[src/wdru_pkg.sv]
// constants, field layouts and carrier types shared by the watchdog reset unit
package wdru_pkg;

  // bus geometry
  localparam int          AXI_ADDR_W    = 20;                 // byte address width, covers 4 * 16-bit index
  localparam int          AXI_DATA_W    = 32;                 // data width of the register bus

  // register indices; byte address is four times the index
  localparam logic [15:0] CTRL_INDEX    = 16'hfe79;           // watchdog_control
  localparam logic [15:0] CLEAR_INDEX   = 16'hfe7a;           // immediate-move clear port
  localparam logic [15:0] STATUS_INDEX  = 16'hfe7b;           // counter and reset status, read only
  localparam logic [19:0] CTRL_ADDR     = {2'b00, CTRL_INDEX, 2'b00};
  localparam logic [19:0] CLEAR_ADDR    = {2'b00, CLEAR_INDEX, 2'b00};
  localparam logic [19:0] STATUS_ADDR   = {2'b00, STATUS_INDEX, 2'b00};

  // watchdog_control field positions
  localparam int          FLAG_BIT      = 7;                  // dog_reset_flag
  localparam int          CLKSEL_BIT    = 6;                  // dog_clock_select
  localparam int          RUN_BIT       = 5;                  // dog_run_bit
  localparam int          OPT_HI_BIT    = 4;                  // standby_option_hi
  localparam int          OPT_LO_BIT    = 3;                  // standby_option_lo
  localparam int          SEL_HI_BIT    = 2;                  // overflow_select_2
  localparam int          SEL_LO_BIT    = 0;                  // overflow_select_0

  // status register field positions
  localparam int          STAT_CNT_LO   = 0;                  // counter value, 17 bits
  localparam int          STAT_RST_BIT  = 24;                 // system reset in progress
  localparam int          STAT_CAUSE_BIT = 25;                // last reset came from the watchdog

  // reset values and codes
  localparam logic [7:0]  CTRL_RESET    = 8'h00;              // control after pin or power reset
  localparam logic [7:0]  CLEAR_CODE    = 8'h55;              // immediate value that clears the counter
  localparam int          COUNT_W       = 17;                 // watchdog_counter width
  localparam logic [16:0] BASE_COUNT    = 17'h0_0400;         // count for select code 000
  localparam logic [16:0] COUNT_ONE     = 17'h0_0001;
  localparam logic [16:0] COUNT_ZERO    = 17'h0_0000;
  localparam logic [15:0] PC_RESET      = 16'h0000;           // program counter after reset
  localparam logic [15:0] SP_RESET      = 16'h0000;           // stack pointer after reset

  // standby option encodings
  localparam logic [1:0]  OPT_SUSPEND   = 2'b01;              // stop the watchdog on standby entry
  localparam logic [1:0]  OPT_RETAIN    = 2'b10;              // freeze count during standby

  // reset stretch
  localparam int          HOLD_W        = 3;
  localparam logic [2:0]  RESET_HOLD_CYCLES = 3'h4;           // system clock cycles of internal reset
  localparam logic [2:0]  HOLD_ONE      = 3'h1;
  localparam logic [2:0]  HOLD_ZERO     = 3'h0;

  // bus responses
  localparam logic [1:0]  RESP_OKAY     = 2'b00;
  localparam logic [1:0]  RESP_SLVERR   = 2'b10;

  // reset sequencer states
  typedef enum logic [1:0] {
    SEQ_RUN   = 2'b01,                                        // normal operation
    SEQ_RESET = 2'b10                                         // internal reset asserted
  } wdru_seq_type;

  // reset consequences driven to the rest of the chip
  typedef struct packed {
    logic        reset_n;                                     // synchronous system reset, low active
    logic        medium_rc_select;                            // force system clock to medium-speed rc
    logic        port_input_mode;                             // force port pins to input
    logic        pullup_off;                                  // force port pull-ups off
    logic        exit_to_reset;                               // standby left through reset
    logic [15:0] pc_init;                                     // program counter load value
    logic [15:0] sp_init;                                     // stack pointer load value
  } wdru_sysrst_type;

  // whole state of the unit
  typedef struct packed {
    logic [7:0]  ctrl;                                        // watchdog_control
    logic [16:0] count;                                       // watchdog_counter
    wdru_seq_type seq;                                        // reset sequencer
    logic [2:0]  hold;                                        // reset stretch counter
    logic        wdog_pulse;                                  // one-cycle watchdog reset request
    logic        standby_prev;                                // standby level, previous cycle
    logic        standby_at_reset;                            // reset hit during standby
    logic        cause_wdog;                                  // last reset cause
    logic        aw_have;                                     // write address held
    logic [19:0] awaddr;
    logic        w_have;                                      // write data held
    logic [31:0] wdata;
    logic [3:0]  wstrb;
    logic        bvalid;
    logic [1:0]  bresp;
    logic        rvalid;
    logic [31:0] rdata;
    logic [1:0]  rresp;
  } wdru_state_type;

endpackage : wdru_pkg

[src/wdru_watchdog_reset_unit.sv]
// watchdog timer with reset generation and reset-time initialisation outputs
//
// Notes on behaviour
// - 17-bit counter counts selected slow clock ticks
// - overflow when count matches selected limit
// - select codes map 1024 up to 131072
// - overflow resets, clears run, sets flag
// - pin or power reset loads 00H
// - writes ignored while running, reads allowed
// - only immediate 55H move clears counter
// - counter zero whenever run bit clear
// - rc runs for watchdog or start bit
// - select 0 is rc, 1 subclock
// - rc kept on independent of system clock
// - lost subclock while running forces reset
// - three standby behaviours supported
// - option 00/11 continue, 01 suspend, 10 retain
// - option 2 in standby halts counter
// - writing run 1 starts; writing 0 is locked out while running
// - flag cleared by pin reset, set, writable
// - all resets leave synchronous to aclk
// - pc and sp zero, medium rc selected
// - data ram never touched by reset
// - standby left through reset goes reset
// - ports input, pull-ups off during reset
//
// Implementation choice: the AXI4-Lite interface to the registers.
`timescale 1ns/10ps
module wdru_watchdog_reset_unit #(
  parameter logic [2:0] HOLD_CYCLES = wdru_pkg::RESET_HOLD_CYCLES  // length of internal reset
) (
  input  wire logic                         aclk,             // system clock
  input  wire logic                         aresetn,          // power-on reset, low active
  // axi4-lite slave
  input  wire logic [wdru_pkg::AXI_ADDR_W-1:0] s_axi_awaddr,
  input  wire logic                         s_axi_awvalid,
  output      logic                         s_axi_awready,
  input  wire logic [wdru_pkg::AXI_DATA_W-1:0] s_axi_wdata,
  input  wire logic [3:0]                   s_axi_wstrb,
  input  wire logic                         s_axi_wvalid,
  output      logic                         s_axi_wready,
  output      logic [1:0]                   s_axi_bresp,
  output      logic                         s_axi_bvalid,
  input  wire logic                         s_axi_bready,
  input  wire logic [wdru_pkg::AXI_ADDR_W-1:0] s_axi_araddr,
  input  wire logic                         s_axi_arvalid,
  output      logic                         s_axi_arready,
  output      logic [wdru_pkg::AXI_DATA_W-1:0] s_axi_rdata,
  output      logic [1:0]                   s_axi_rresp,
  output      logic                         s_axi_rvalid,
  input  wire logic                         s_axi_rready,
  // clock sources and oscillator state
  input  wire logic                         rc_tick,          // one pulse per low-speed rc period
  input  wire logic                         sub_tick,         // one pulse per subclock period
  input  wire logic                         subclock_oscillator_on, // subclock enabled by software
  input  wire logic                         slow_rc_start_bit, // rc start from oscillator_control
  output      logic                         slow_rc_enable,   // low-speed rc oscillator run request
  // cpu standby and reset sources
  input  wire logic                         standby_active,   // cpu in any standby mode
  input  wire logic                         hold_mode,        // cpu in hold mode
  input  wire logic                         external_clear_pin_n, // reset pin level, low active
  input  wire logic                         low_voltage_clear, // power-on or low-voltage reset
  // reset consequences
  output      logic                         watchdog_reset,   // one-cycle watchdog reset request
  output      wdru_pkg::wdru_sysrst_type    sysrst            // reset state to the chip
);
  import wdru_pkg::*;

  // reset value of the whole state; system reset is held after power-on
  localparam wdru_state_type ST_RESET = '{
    ctrl: CTRL_RESET, count: COUNT_ZERO, seq: SEQ_RESET, hold: HOLD_CYCLES - HOLD_ONE,
    wdog_pulse: 1'b0, standby_prev: 1'b0, standby_at_reset: 1'b0, cause_wdog: 1'b0,
    aw_have: 1'b0, awaddr: '0, w_have: 1'b0, wdata: '0, wstrb: '0,
    bvalid: 1'b0, bresp: RESP_OKAY, rvalid: 1'b0, rdata: '0, rresp: RESP_OKAY
  };

  wdru_state_type st_r;                                       // registered state
  wdru_state_type st_nxt;                                     // next state

  logic           run;                                        // watchdog running
  logic [1:0]     opt;                                        // standby option field
  logic           sel_tick;                                   // tick of the chosen source
  logic           retain_halt;                                // counter frozen in standby
  logic [16:0]    limit;                                      // last count before overflow
  logic           overflow;                                   // counter reached its limit
  logic           sub_lost;                                   // subclock stopped while in use
  logic           wdog_fire;                                  // any watchdog reset cause
  logic           ext_any;                                    // pin or power reset request
  logic           standby_entry;                              // rising edge of standby
  logic           do_write;                                   // address and data both held

  // field decode and watchdog events
  always_comb begin
    run         = st_r.ctrl[RUN_BIT];
    opt         = st_r.ctrl[OPT_HI_BIT:OPT_LO_BIT];
    // select 1 counts the subclock, 0 the low-speed rc
    sel_tick    = st_r.ctrl[CLKSEL_BIT] ? sub_tick : rc_tick;
    retain_halt = standby_active && (opt == OPT_RETAIN);
    // 1024 shifted by the code; code 111 wraps to zero so minus one gives 131071
    limit       = (BASE_COUNT << st_r.ctrl[SEL_HI_BIT:SEL_LO_BIT]) - COUNT_ONE;
    overflow    = run && sel_tick && !retain_halt && (st_r.count == limit);
    // a stopped subclock would silently freeze the count, so treat it as a hang
    sub_lost    = run && st_r.ctrl[CLKSEL_BIT] && (!subclock_oscillator_on || hold_mode);
    wdog_fire   = overflow || sub_lost;
    ext_any     = !external_clear_pin_n || low_voltage_clear;
    standby_entry = standby_active && !st_r.standby_prev;
    do_write    = st_r.aw_have && st_r.w_have && !st_r.bvalid;
  end

  // next-state logic for counter, control register, reset sequencer and bus
  always_comb begin
    st_nxt              = st_r;
    st_nxt.wdog_pulse   = 1'b0;
    st_nxt.standby_prev = standby_active;

    // counting; the freeze keeps the value rather than clearing it
    if (run && sel_tick && !retain_halt) begin
      st_nxt.count = st_r.count + COUNT_ONE;
    end

    // write channel capture, address and data in either order
    if (s_axi_awvalid && s_axi_awready) begin
      st_nxt.aw_have = 1'b1;
      st_nxt.awaddr  = s_axi_awaddr;
    end
    if (s_axi_wvalid && s_axi_wready) begin
      st_nxt.w_have = 1'b1;
      st_nxt.wdata  = s_axi_wdata;
      st_nxt.wstrb  = s_axi_wstrb;
    end

    // register write, one cycle after both halves are held
    if (do_write) begin
      st_nxt.aw_have = 1'b0;
      st_nxt.w_have  = 1'b0;
      st_nxt.bvalid  = 1'b1;
      st_nxt.bresp   = RESP_OKAY;
      if (st_r.awaddr == CTRL_ADDR) begin
        // locked once running; the write is answered but has no effect
        if (!run && st_r.wstrb[0]) begin
          st_nxt.ctrl = st_r.wdata[7:0];
        end
      end else if (st_r.awaddr == CLEAR_ADDR) begin
        // stands for the immediate move; a plain 55H to control does nothing
        if (run && st_r.wstrb[0] && (st_r.wdata[7:0] == CLEAR_CODE)) begin
          st_nxt.count = COUNT_ZERO;
        end
      end else if (st_r.awaddr != STATUS_ADDR) begin
        st_nxt.bresp = RESP_SLVERR;                           // unmapped address
      end
    end else if (st_r.bvalid && s_axi_bready) begin
      st_nxt.bvalid = 1'b0;
    end

    // suspend option stops the watchdog on standby entry
    if (standby_entry && run && (opt == OPT_SUSPEND)) begin
      st_nxt.ctrl[RUN_BIT] = 1'b0;
    end

    // watchdog reset keeps clock select, option and overflow fields;
    // applied after the bus write so the set beats a software clear
    if (wdog_fire) begin
      st_nxt.ctrl[FLAG_BIT] = 1'b1;
      st_nxt.ctrl[RUN_BIT]  = 1'b0;
      st_nxt.wdog_pulse     = 1'b1;
    end

    // pin or power reset wins over everything
    if (ext_any) begin
      st_nxt.ctrl = CTRL_RESET;
    end

    // counter never runs on from a stale value
    if (!st_nxt.ctrl[RUN_BIT]) begin
      st_nxt.count = COUNT_ZERO;
    end

    // reset sequencer: stretch every cause to a whole number of aclk cycles
    case (st_r.seq)
      SEQ_RUN: begin
        if (ext_any || wdog_fire) begin
          st_nxt.seq              = SEQ_RESET;
          st_nxt.hold             = HOLD_CYCLES - HOLD_ONE;
          st_nxt.standby_at_reset = standby_active;
          st_nxt.cause_wdog       = !ext_any;
        end
      end
      SEQ_RESET: begin
        if (ext_any || wdog_fire) begin
          // a held pin keeps the chip in reset however long it lasts
          st_nxt.hold = HOLD_CYCLES - HOLD_ONE;
        end else if (st_r.hold != HOLD_ZERO) begin
          st_nxt.hold = st_r.hold - HOLD_ONE;
        end else begin
          st_nxt.seq              = SEQ_RUN;
          st_nxt.standby_at_reset = 1'b0;
        end
      end
      default: begin
        st_nxt.seq = SEQ_RESET;
      end
    endcase

    // read channel; data registered one cycle after the address
    if (s_axi_arvalid && s_axi_arready) begin
      st_nxt.rvalid = 1'b1;
      st_nxt.rresp  = RESP_OKAY;
      st_nxt.rdata  = '0;
      if (s_axi_araddr == CTRL_ADDR) begin
        st_nxt.rdata[7:0] = st_r.ctrl;
      end else if (s_axi_araddr == STATUS_ADDR) begin
        st_nxt.rdata[STAT_CNT_LO +: COUNT_W] = st_r.count;
        st_nxt.rdata[STAT_RST_BIT]           = (st_r.seq == SEQ_RESET);
        st_nxt.rdata[STAT_CAUSE_BIT]         = st_r.cause_wdog;
      end else if (s_axi_araddr != CLEAR_ADDR) begin
        st_nxt.rresp = RESP_SLVERR;                           // unmapped address
      end
    end else if (st_r.rvalid && s_axi_rready) begin
      st_nxt.rvalid = 1'b0;
    end
  end

  // single state register; aresetn is taken as the power-on reset
  always_ff @(posedge aclk) begin
    if (!aresetn) begin
      st_r <= ST_RESET;
    end else begin
      st_r <= st_nxt;
    end
  end

  // bus handshakes; one write and one read in flight at most
  always_comb begin
    s_axi_awready = !st_r.aw_have && !st_r.bvalid;
    s_axi_wready  = !st_r.w_have && !st_r.bvalid;
    s_axi_arready = !st_r.rvalid;
    s_axi_bvalid  = st_r.bvalid;
    s_axi_bresp   = st_r.bresp;
    s_axi_rvalid  = st_r.rvalid;
    s_axi_rdata   = st_r.rdata;
    s_axi_rresp   = st_r.rresp;
  end

  // oscillator request: watchdog demand and start bit are or-ed, so a hung
  // system clock cannot stop the rc; retain option drops the demand in standby
  always_comb begin
    slow_rc_enable = (!st_r.ctrl[CLKSEL_BIT] && run && !retain_halt) || slow_rc_start_bit;
  end

  // reset consequences from flip-flops, pc and sp load values constant; ram gets no reset line at all
  always_comb begin
    watchdog_reset          = st_r.wdog_pulse;
    sysrst.reset_n          = (st_r.seq == SEQ_RUN);
    sysrst.medium_rc_select = (st_r.seq == SEQ_RESET);
    sysrst.port_input_mode  = (st_r.seq == SEQ_RESET);
    sysrst.pullup_off       = (st_r.seq == SEQ_RESET);
    sysrst.exit_to_reset    = st_r.standby_at_reset;
    sysrst.pc_init          = PC_RESET;
    sysrst.sp_init          = SP_RESET;
  end

endmodule : wdru_watchdog_reset_unit

[config.mk]
export PLATFORM = sky130hd
export DESIGN_NAME = wdru_watchdog_reset_unit
export DESIGN_NICKNAME = d
export VERILOG_FILES = /design/src/wdru_pkg.sv /design/src/wdru_watchdog_reset_unit.sv
export SDC_FILE = /design/constraint.sdc
export NUM_CORES = 1
export LEC_CHECK = 0
export ABC_CLOCK_PERIOD_IN_PS = 3400
export BUFFER_PORTS_ARGS = -buffer_cell sky130_fd_sc_hd__buf_2
export CAP_MARGIN = 20
export CORE_ASPECT_RATIO = 1.25
export CORE_MARGIN = 3
export CORE_UTILIZATION = 30
export DETAILED_ROUTE_END_ITERATION = 10
export PLACE_DENSITY = 0.52
export SYNTH_ARGS = -nofsm -noshare
export SYNTH_HDL_FRONTEND = slang
export SYNTH_SLANG_ARGS = --single-unit
[constraint.sdc]
create_clock -name aclk -period 3.4 [get_ports aclk]
set_clock_uncertainty 0.05 [all_clocks]
set_input_delay 0.68 -clock aclk [delete_from_list [all_inputs] [get_ports aclk]]
set_output_delay 0.68 -clock aclk [all_outputs]
set_load 0.1 [all_outputs]
### After elaboration in Yosys (flattened, before gate mapping)

Cells that the tools add are included.

| storage, ports and cells | value |
|---|---|
| logic and storage cells | 135 |
| output and inout bits | 80 |
| flip-flop bits (word level) | 90 |

| cells by class | value |
|---|---|
| reduce and logical (&&, ||, !) cells | 55 |
| bitwise gates (word level) | 1 |
| shift operators | 1 |
| $add $sub $neg | 3 |
| mux-type cells | 39 |
| equal/unequal tests | 16 |

Operator list:

| cell | count |
|---|---|
| 17-bit 2-to-1 mux | 5 |
| 20-bit by 18-bit equality test with 1-bit output, second input constant | 4 |
| 20-bit by 18-bit inequality test with 1-bit output, second input constant | 2 |
| 25-bit 2-to-1 mux | 1 |
| 8-bit 2-to-1 mux | 3 |
| 1-bit logical AND | 23 |
| 2-bit 2-to-1 mux | 11 |
| 17-bit by 1-bit adder with 17-bit output, second input constant | 1 |
| 17-bit equality test | 1 |
| 11-bit by 3-bit left shift with 17-bit output, first input constant | 1 |
| 17-bit by 1-bit subtractor with 17-bit output, second input constant | 1 |
| 3-bit AND reduction | 4 |
| 2-bit nonzero test | 6 |
| 1-bit logical NOT | 11 |
| 1-bit 2-to-1 mux | 11 |
| 9-bit 2-to-1 mux | 1 |
| 8-bit by 7-bit equality test with 1-bit output, second input constant | 1 |
| 3-bit 2-to-1 mux | 2 |
| 6-bit 2-to-1 mux | 1 |
| 3-bit case mux with 2 select lines | 1 |
| 1-bit logical OR | 5 |
| 5-bit 2-to-1 mux | 1 |
| 2-bit by 1-bit equality test with 1-bit output, second input constant | 2 |
| 2-bit equality test, second input constant | 2 |
| 11 further kinds | 14 |

### Longest topological paths before layout

Gate-level depths: netlist of run 1.

| depth | value |
|---|---|
| depth in word-level cells | 13 |
| mapped depth | 9 |
| gate-level depth less buffers | 7 |

### Least setup slack after synthesis of run 1

Ideal clock, no wire load.

| path | value |
|---|---|
| path type | flip-flop to flip-flop |
| from | register st_r, in the netlist s_axi_bvalid |
| to | register st_r[88] (netlist name) |
| cell stages (with the launch flop) | 6 |
| data arrival time | 2.897 ns |
| library setup time | 0.070 ns |
| setup slack | 0.383 ns |
| buffers on the path | 1 |
| cell sequence | dfxtp_1 -> nor2_1 -> and2_1 -> clkbuf_1 -> nand2_1 -> a21oi_1 |

| between the ends | value |
|---|---|
| cells in the longest elaborated chain, start to end | 3 |

RTL lines:

| what | line | source |
|---|---|---|
| start, declared | wdru_watchdog_reset_unit.sv:77 | `wdru_state_type st_r;` |
| start signal, assigned | wdru_watchdog_reset_unit.sv:228 | `st_r <= st_nxt;` |
| 1-bit logical NOT | wdru_watchdog_reset_unit.sv:234 | `s_axi_awready = !st_r.aw_have && !st_r.bvalid;` |
| 1-bit logical AND | wdru_watchdog_reset_unit.sv:234 |  |
| named net s_axi_awready | wdru_watchdog_reset_unit.sv:37 | `output logic s_axi_awready,` |
| 1-bit logical AND | wdru_watchdog_reset_unit.sv:122 | `if (s_axi_awvalid && s_axi_awready) begin` |

The timed path passes the listed nets, and every way through them passes these cells.
A chain may end at the register's enable or synchronous reset.

### Final worst setup path of run 1

| path | value |
|---|---|
| from | register st_r[128] (netlist name) |
| to | register st_r[111] (netlist name) |

| between the ends | value |
|---|---|
| cells in the longest elaborated chain, start to end | 8 |

RTL lines:

| what | line | source |
|---|---|---|
| 1-bit 2-to-1 mux | wdru_watchdog_reset_unit.sv:97 | `sel_tick = st_r.ctrl[CLKSEL_BIT] ? sub_tick : rc_tick;` |
| 1-bit logical AND (2 in a row) | wdru_watchdog_reset_unit.sv:101, wdru_watchdog_reset_unit.sv:117 |  |
| 17-bit 2-to-1 mux / 1-bit logical AND (equally long branches) | wdru_watchdog_reset_unit.sv:117, wdru_watchdog_reset_unit.sv:101 |  |
| 17-bit 2-to-1 mux / 1-bit logical OR (equally long branches) | wdru_watchdog_reset_unit.sv:145, wdru_watchdog_reset_unit.sv:104 |  |
| 17-bit 2-to-1 mux / 1-bit 2-to-1 mux (equally long branches) | wdru_watchdog_reset_unit.sv:143, wdru_watchdog_reset_unit.sv:162 |  |
| 17-bit 2-to-1 mux / 6-bit 2-to-1 mux (equally long branches) | wdru_watchdog_reset_unit.sv:138, wdru_watchdog_reset_unit.sv:169 |  |
| 25-bit 2-to-1 mux / 2-bit AND reduction (equally long branches) | n/a |  |

Parallel ways exist; a longest one is shown, timed or not. The select of a mux whose other input is x is not followed.

==> results.md, run 1 <==
- Post-CTS sizing: 0
- CP max-delay cell: dfxtp_1
- Fin crit period: about 2400 ps
- Crit path max fanout: 17
- Tot GR Track Use: 12.6%
- CTS tree: done
- Status: finished clean
- # nets final: 710
- Die width: 115 um
- Clk slew on worst S/H paths: 60 ps
- Syn avg cell area: 8.08 um^2
- Worst-Skew Late Latency: 340 ps
- HP Class: register to register
- EDFF count, synth: 0
- Slew headroom: 55.9%
- Setup crit end kind: register
- Share of cells above drive strength 1: 20.5%
- Vias in the first global route: 3484
- Drc violations: 0
- Min Hold Slack: roughly 420 ps
- Buffers and inverters on the worst path: 1
- Die boundary height: roughly 140 um
- First-pass GRT wire length: 16400 um
- Post-Synthesis Cell Area: between 4000 and 5000 um^2
- Max-cap violations: 0
- Synthesis warning total: 0
- Slew Limit Fails: 0
- Routed len/inst: ~13 um
- Fill cells: 1554
- RSZ-0062 raised after global routing: no
- Async SR Flop Fraction: 0%
- Remaining global-route overflow: 0
- Vias per cell: 4.55
- Placer Congestion: 0.760
- Clock root cell: clkbuf_16
- Setup CP Type: register to register
- Cell variety after synth: 53
- Commonest non-fill, non-tap cell in the layout: buf_2
- Initial antenna violation count: 0
- F_max: 0.412 GHz
- Hpwl dp: 8070 um
- Slowest stage delay, CP: 480 ps
- Vias: 3623
- Number of port buffers: 96
- CTS sink count: 88
- Crit path launch type: register
- Layout area overhead: 14.0%
- Setup TNS: 0 ps
- Post-synthesis sequential area ratio: 39.6%
- Delay-heaviest family, CP: simple AND/OR/NAND/NOR gates
- H-tree levels: 3
- P per Cell Area: about 530 nW/um^2
- CTS Hold Bufs: 0
- Cts bufs inserted: 9
- DIE AREA: 16400 um^2
- Core footprint: 14500 um^2
- Final setup fails: 0
- Register area: ~1800 um^2
- Yosys reg bits: 88
- Post-CTS Repair Setup Buffers: 0
- Initial DRC count: about 180
- Final worst path period share: 71.5%
- Worst path cell trace: mux2_2 > nand4_1 > nor3_1 > buf_4 > and3_2 > a21oi_4 > nand4b_4 > nor2_1
- Most frequent cells in the layout: 96 x buf_2, 88 x dfxtp_1, 86 x nand2_1, 81 x nor2_1, 49 x a21oi_1
- Post-Route WL: ~10000 um
- ANT cells: 0
- Router iterations before antenna repair: 4
- P_leak: 2.08 nW
- Worst vdd ir: 357 uV
- Post-Synthesis Cells: 551
- ANT nets after route: 0
- Initial Util: 30.8%
- Main synth FF type: dfxtp_1
- CP Data Required Time: 3630 ps
- Maximum clock insertion buffer count: 2
- Area of the multi-input gates: 2170 um^2
- Final hold vios: 0
- Site row count: 49
- Num ports: 171
- Largest net degree at the start of global routing: 30
- Slew @ Worst Pin: 659 ps
- Worst EP arrival: between 2000 and 3000 ps
[metal layers]
metal / GRT usage [%] / vias up / part of all wire (%)
met3: 4.64 / 7 / 6.2
met4: 2.78 / 0 / 0.87
met5: 0 / - / 0
met2: 21.8 / 100 / 49
li1: - / 1856 / -
met1: 14.9 / 1660 / 44
[per-stage QoR]
step | setup slack (ps) | power [mW] | util (%) | cells | instance area (um^2)
final | 971 | 2.68 | 35.1 | 797 | 5080
after global routing | 803 | 2.79 | 35.1 | 797 | 5080
after CTS | 908 | 2.72 | 35.1 | 797 | 5080
after detailed placement | 657 | 1.55 | 32.6 | 781 | 4720
after global placement | 772 | 1.54 | 32.6 | 781 | 4720
after floorplan | 383 | 1.52 | - | 597 | 4630
[final cells by class]
type	count	area share, %
Inverter	16	1.18
Sequential cell	88	34.7
Clock inverter	5	2.02
Clock buffer	11	4.98
Multi-Input combinational cell	400	42.8
Tap cell	178	4.39
Timing Repair Buffer	99	9.91
[worst reg2reg max path, delay by kind of cell (launching register included)]
family / cells / cell delay (ps)
compound gates: 1 / 270
buf+inv: 1 / 160
flops: 1 / 480
mux: 1 / 400
simple gates: 5 / 1010
[power by group]
part | internal (mW) | total (mW) | switching, mW
Clock | 0.756 | 1.16 | 0.403
Sequential | 1.06 | 1.09 | 0.0244
Combinational | 0.0651 | 0.437 | 0.372
Total | 1.88 | 2.68 | 0.799
[cell families after synthesis]
logic type      share of synthesized area (%)
fa+ha+maj                                1.40
flops                                    39.6
buf+inv                                  15.5
other cells                            0.0842
mux                                      4.07
simple gates                             24.2
compound gates                           12.1
xor+xnor                                 3.15
[final timing paths]
kind	from	to	slack (ps)	cells past startpoint
worst max-delay path	st_r[128]	st_r[111]	970	8
worst min register to register	st_r[47]	st_r[47]	420	2
worst max register to register	st_r[128]	st_r[111]	970	8
worst min-delay path	st_r[47]	st_r[47]	420	2
[registers in the layout (all words and copies together), names as in the netlist]
name and cells:
watchdog_reset 1, s_axi_bvalid 1, s_axi_bresp 1, s_axi_rvalid 1
opt 2, s_axi_rresp 1, sysrst 1, run 1
s_axi_rdata 19, st_r 60
[cell usage after synthesis, drive strengths merged (2+ instances only)]
cell	n	share of area (%)
dfxtp	88	40
nand2	86	7.2
nor2	81	6.8
buf	75	13
a21oi	50	5.9
clkbuf	18	1.5
mux2i	17	3.8
inv	16	1.3
a22oi	13	2.2
nand3	9	1.0
nand4	9	1.3
xor2	9	1.8
o21ai	8	0.90
nor3	7	1.0
xnor2	7	1.4
ha	5	1.4
nand2b	5	0.70
nand4b	5	1.3
nand3b	4	0.67
and2	3	0.42
and3	3	0.45
nor2b	3	0.42
nor4	3	0.42
nand4bb	2	0.51
nor4b	2	0.53
o221a	2	0.51
o221ai	2	0.39
or3	2	0.28
or4	2	0.42
No activity file was read; power rests on OpenSTA's default activity.
==> inputs of run 2 (changes only) <==
--- a/config.mk
+++ b/config.mk
@@ -5,14 +5,15 @@
 export SDC_FILE = /design/constraint.sdc
 export NUM_CORES = 1
 export LEC_CHECK = 0
-export ABC_CLOCK_PERIOD_IN_PS = 3400
+export ABC_AREA = 1
+export ABC_CLOCK_PERIOD_IN_PS = 2200
 export BUFFER_PORTS_ARGS = -buffer_cell sky130_fd_sc_hd__buf_2
 export CAP_MARGIN = 20
 export CORE_ASPECT_RATIO = 1.25
 export CORE_MARGIN = 3
 export CORE_UTILIZATION = 30
 export DETAILED_ROUTE_END_ITERATION = 10
-export PLACE_DENSITY = 0.52
+export PLACE_DENSITY = 0.53
 export SYNTH_ARGS = -nofsm -noshare
 export SYNTH_HDL_FRONTEND = slang
 export SYNTH_SLANG_ARGS = --single-unit
==> constraint.sdc (replaced) <==
create_clock -name aclk -period 2.2 [get_ports aclk]
set_clock_uncertainty 0.05 [all_clocks]
set_input_delay 0.44 -clock aclk [delete_from_list [all_inputs] [get_ports aclk]]
set_output_delay 0.44 -clock aclk [all_outputs]
set_load 0.1 [all_outputs]
==> results.md, run 2 <==
- Met3 wire len: 984 um
- Post-CTS Repair Setup Buffers: 0
- Post-Route WL: about 12000 um
- CP max-delay cell: dfxtp_1
- Cell variety after synth: between 40 and 50
- Top cells by count, synth: 109 x nor2_1, 101 x nand2_1, 88 x dfxtp_1
- Worst-Skew Late Latency: 350 ps
- Setup TNS: 0 ps
- Clk slew on worst S/H paths: 80 ps
- Initial Util: 31.0%
- Post-synth top area cell: dfxtp_1
- Crit path max fanout: 7
- Initial DRC count: 170
- Post-synth top area share: 35.9%
- WL met2: 5490 um
- Vias per cell: 4.39
- Final worst path period share: 91.2%
- Placer Congestion: 0.820
- P_leak: around 2.6 nW
- Setup crit end kind: output port
- Synthesis warning total: 0
- Num ports: 171
- Syn avg cell area: slightly above 7 um^2
- Commonest non-fill, non-tap cell in the layout: nor2_1
- Layout area overhead: 15.6%
- Post-Synthesis Cells: about 690
- ANT cells: 0
- Post-Synthesis Cell Area: 4900 um^2
- Tot GR Track Use: between 10% and 20%
- CP Data Required Time: about 1700 ps
- Final setup fails: 0
- Status: finished clean
- Final hold vios: 0
- Yosys reg bits: 88
- DR top layer: met4
- Core footprint: 15800 um^2
- Largest net degree at the start of global routing: 46
- Number of flip-flops in the largest register: 60
- Cts bufs inserted: 9
- Fin crit period: 2010 ps
- CTS sink count: just under 90
- Top-count cell post-synth: nor2_1
- Worst path cell trace: nand2_1 > o21bai_2 > buf_2
- Most frequent cells in the layout: 106 x nor2_1, 101 x nand2_1, 96 x buf_2, 86 x dfxtp_1, 56 x o21ai_0
- Worst vdd ir: 353 uV
- Vias in the first global route: 4053
- Fill cells: approximately 1800
- Routed length on met1: 5290 um
- RSZ-0062 raised after global routing: no
- Crit path launch type: register
- Die width: between 100 and 150 um
- Post-synthesis sequential area ratio: 35.9%
- Buffers and inverters on the worst path: 1
- Slowest stage delay, CP: between 400 and 500 ps
- Number of port buffers: 96
- Delay-heaviest family, CP: flip-flops
- Max-cap violations: 0
- P per Cell Area: 713 nW/um^2
- F_max: between 0.4 and 0.5 GHz
- CTS tree: done
- Hpwl dp: about 9100 um
- H-tree levels: 3
- Router iterations before antenna repair: 4
- Vias: 4337
- Setup CP Type: register to output port
- First-pass GRT wire length: 19600 um
- HP Class: input port to register
- Remaining global-route overflow: 0
- EDFF count, synth: 0
- Worst EP arrival: between 1500 and 2000 ps
- Die boundary height: 149 um
- Final worst slack: 195 ps
- Synth area leaders: dfxtp_1 36%, buf_4 11%, nor2_1 8.3%, nand2_1 7.7%, o21ai_0 5.7%
- Worst slack, placed: 107 ps
- Biggest register: st_r
- Initial antenna violation count: 0
- Async SR Flop Fraction: 0%
- Site row count: between 50 and 60
- Maximum clock insertion buffer count: 2
- ANT nets after route: 0
- Drc violations: 0
- Share of cells above drive strength 1: a little under a quarter
- DIE AREA: 17900 um^2
- Slew Limit Fails: 0
- Routed len/inst: between 10 and 15 um
- Main synth FF type: dfxtp_1
- Clock root cell: clkbuf_16
- # nets final: 867
==> run 2: cell count changes after synthesis, sizes merged, moves of 6 or more <==
cell and change:
inv +42, nand3 +32, o31ai +17, nor2 +38, nand2 +22, o21ai +49
nand4 +6, a22oi -13, mux2i -17
==> run 2: logic make-up (layout without fill, tap and decap cells) <==
group                      Yosys count  count (layout)  synth area share (%)
AOI/OAI and AO/OA                  127             127                  14.4
xor gates and xnor gates            15              15                  2.68
other                                1              47                0.0765
buffers and inverters              157             196                  17.9
and+or+nand+nor                    298             298                  27.8
DFF                                 88              88                  35.9
adders and majority gates            5               5                  1.28
==> run 2: cell type report <==
cell class	count	area [um^2]	area share (%)
Multi-Input combinational cell	492	2450	43.3
Clock inverter	7	68.8	1.21
Timing Repair Buffer	120	661	11.7
Inverter	60	230	4.06
Tap cell	212	265	4.68
Sequential cell	88	1760	31.1
Clock buffer	9	225	3.97
==> run 2: metrics by stage <==
step                      instance area (um^2)  hold slack [ps]  utilization (%)  power, mW  cells
after global routing                      5670              289             35.8       4.21    988
after floorplan                           5100              379                -       2.49    737
after CTS                                 5670              277             35.8       4.09    988
after global placement                    5370              392             33.9       2.55    972
after detailed placement                  5370              402             33.9       2.55    972
final                                     5670              285             35.8       4.04    988
==> run 2: path summary, 6_finish.rpt <==
path	from	end	slack, ps	cells past startpoint
setup / recovery	run	slow_rc_enable	190	3
hold / removal	s_axi_awaddr[15]	st_r[90]	290	3
setup reg to reg	run	st_r[119]	240	9
hold reg to reg	st_r[83]	st_r[83]	410	2
==> run 2: routing by layer <==
layer | vias to the layer above | track usage [%]
met5 | - | 0
met4 | 0 | 4.31
met3 | 15 | 3.57
met2 | 142 | 22.4
met1 | 1882 | 16.9
li1 | 2298 | -
==> run 2: where the power goes <==
part | switching, mW | internal (mW) | total [mW]
clock | 0.726 | 0.803 | 1.53
combinational | 0.672 | 0.133 | 0.806
sequential | 0.0411 | 1.66 | 1.70
total | 1.44 | 2.60 | 4.04
==> run 2: what timing repair did <==
action,in CTS,in global routing
endpoints found under the setup margin,0,2
hold buffers,0,0
endpoints found under the hold margin,0,0
gates resized for setup,0,1
==> run 2: worst min-delay path, cell delays in order <==
cell	delay, ps
buf_2	70
o21ai_0	70
nor2_1	70
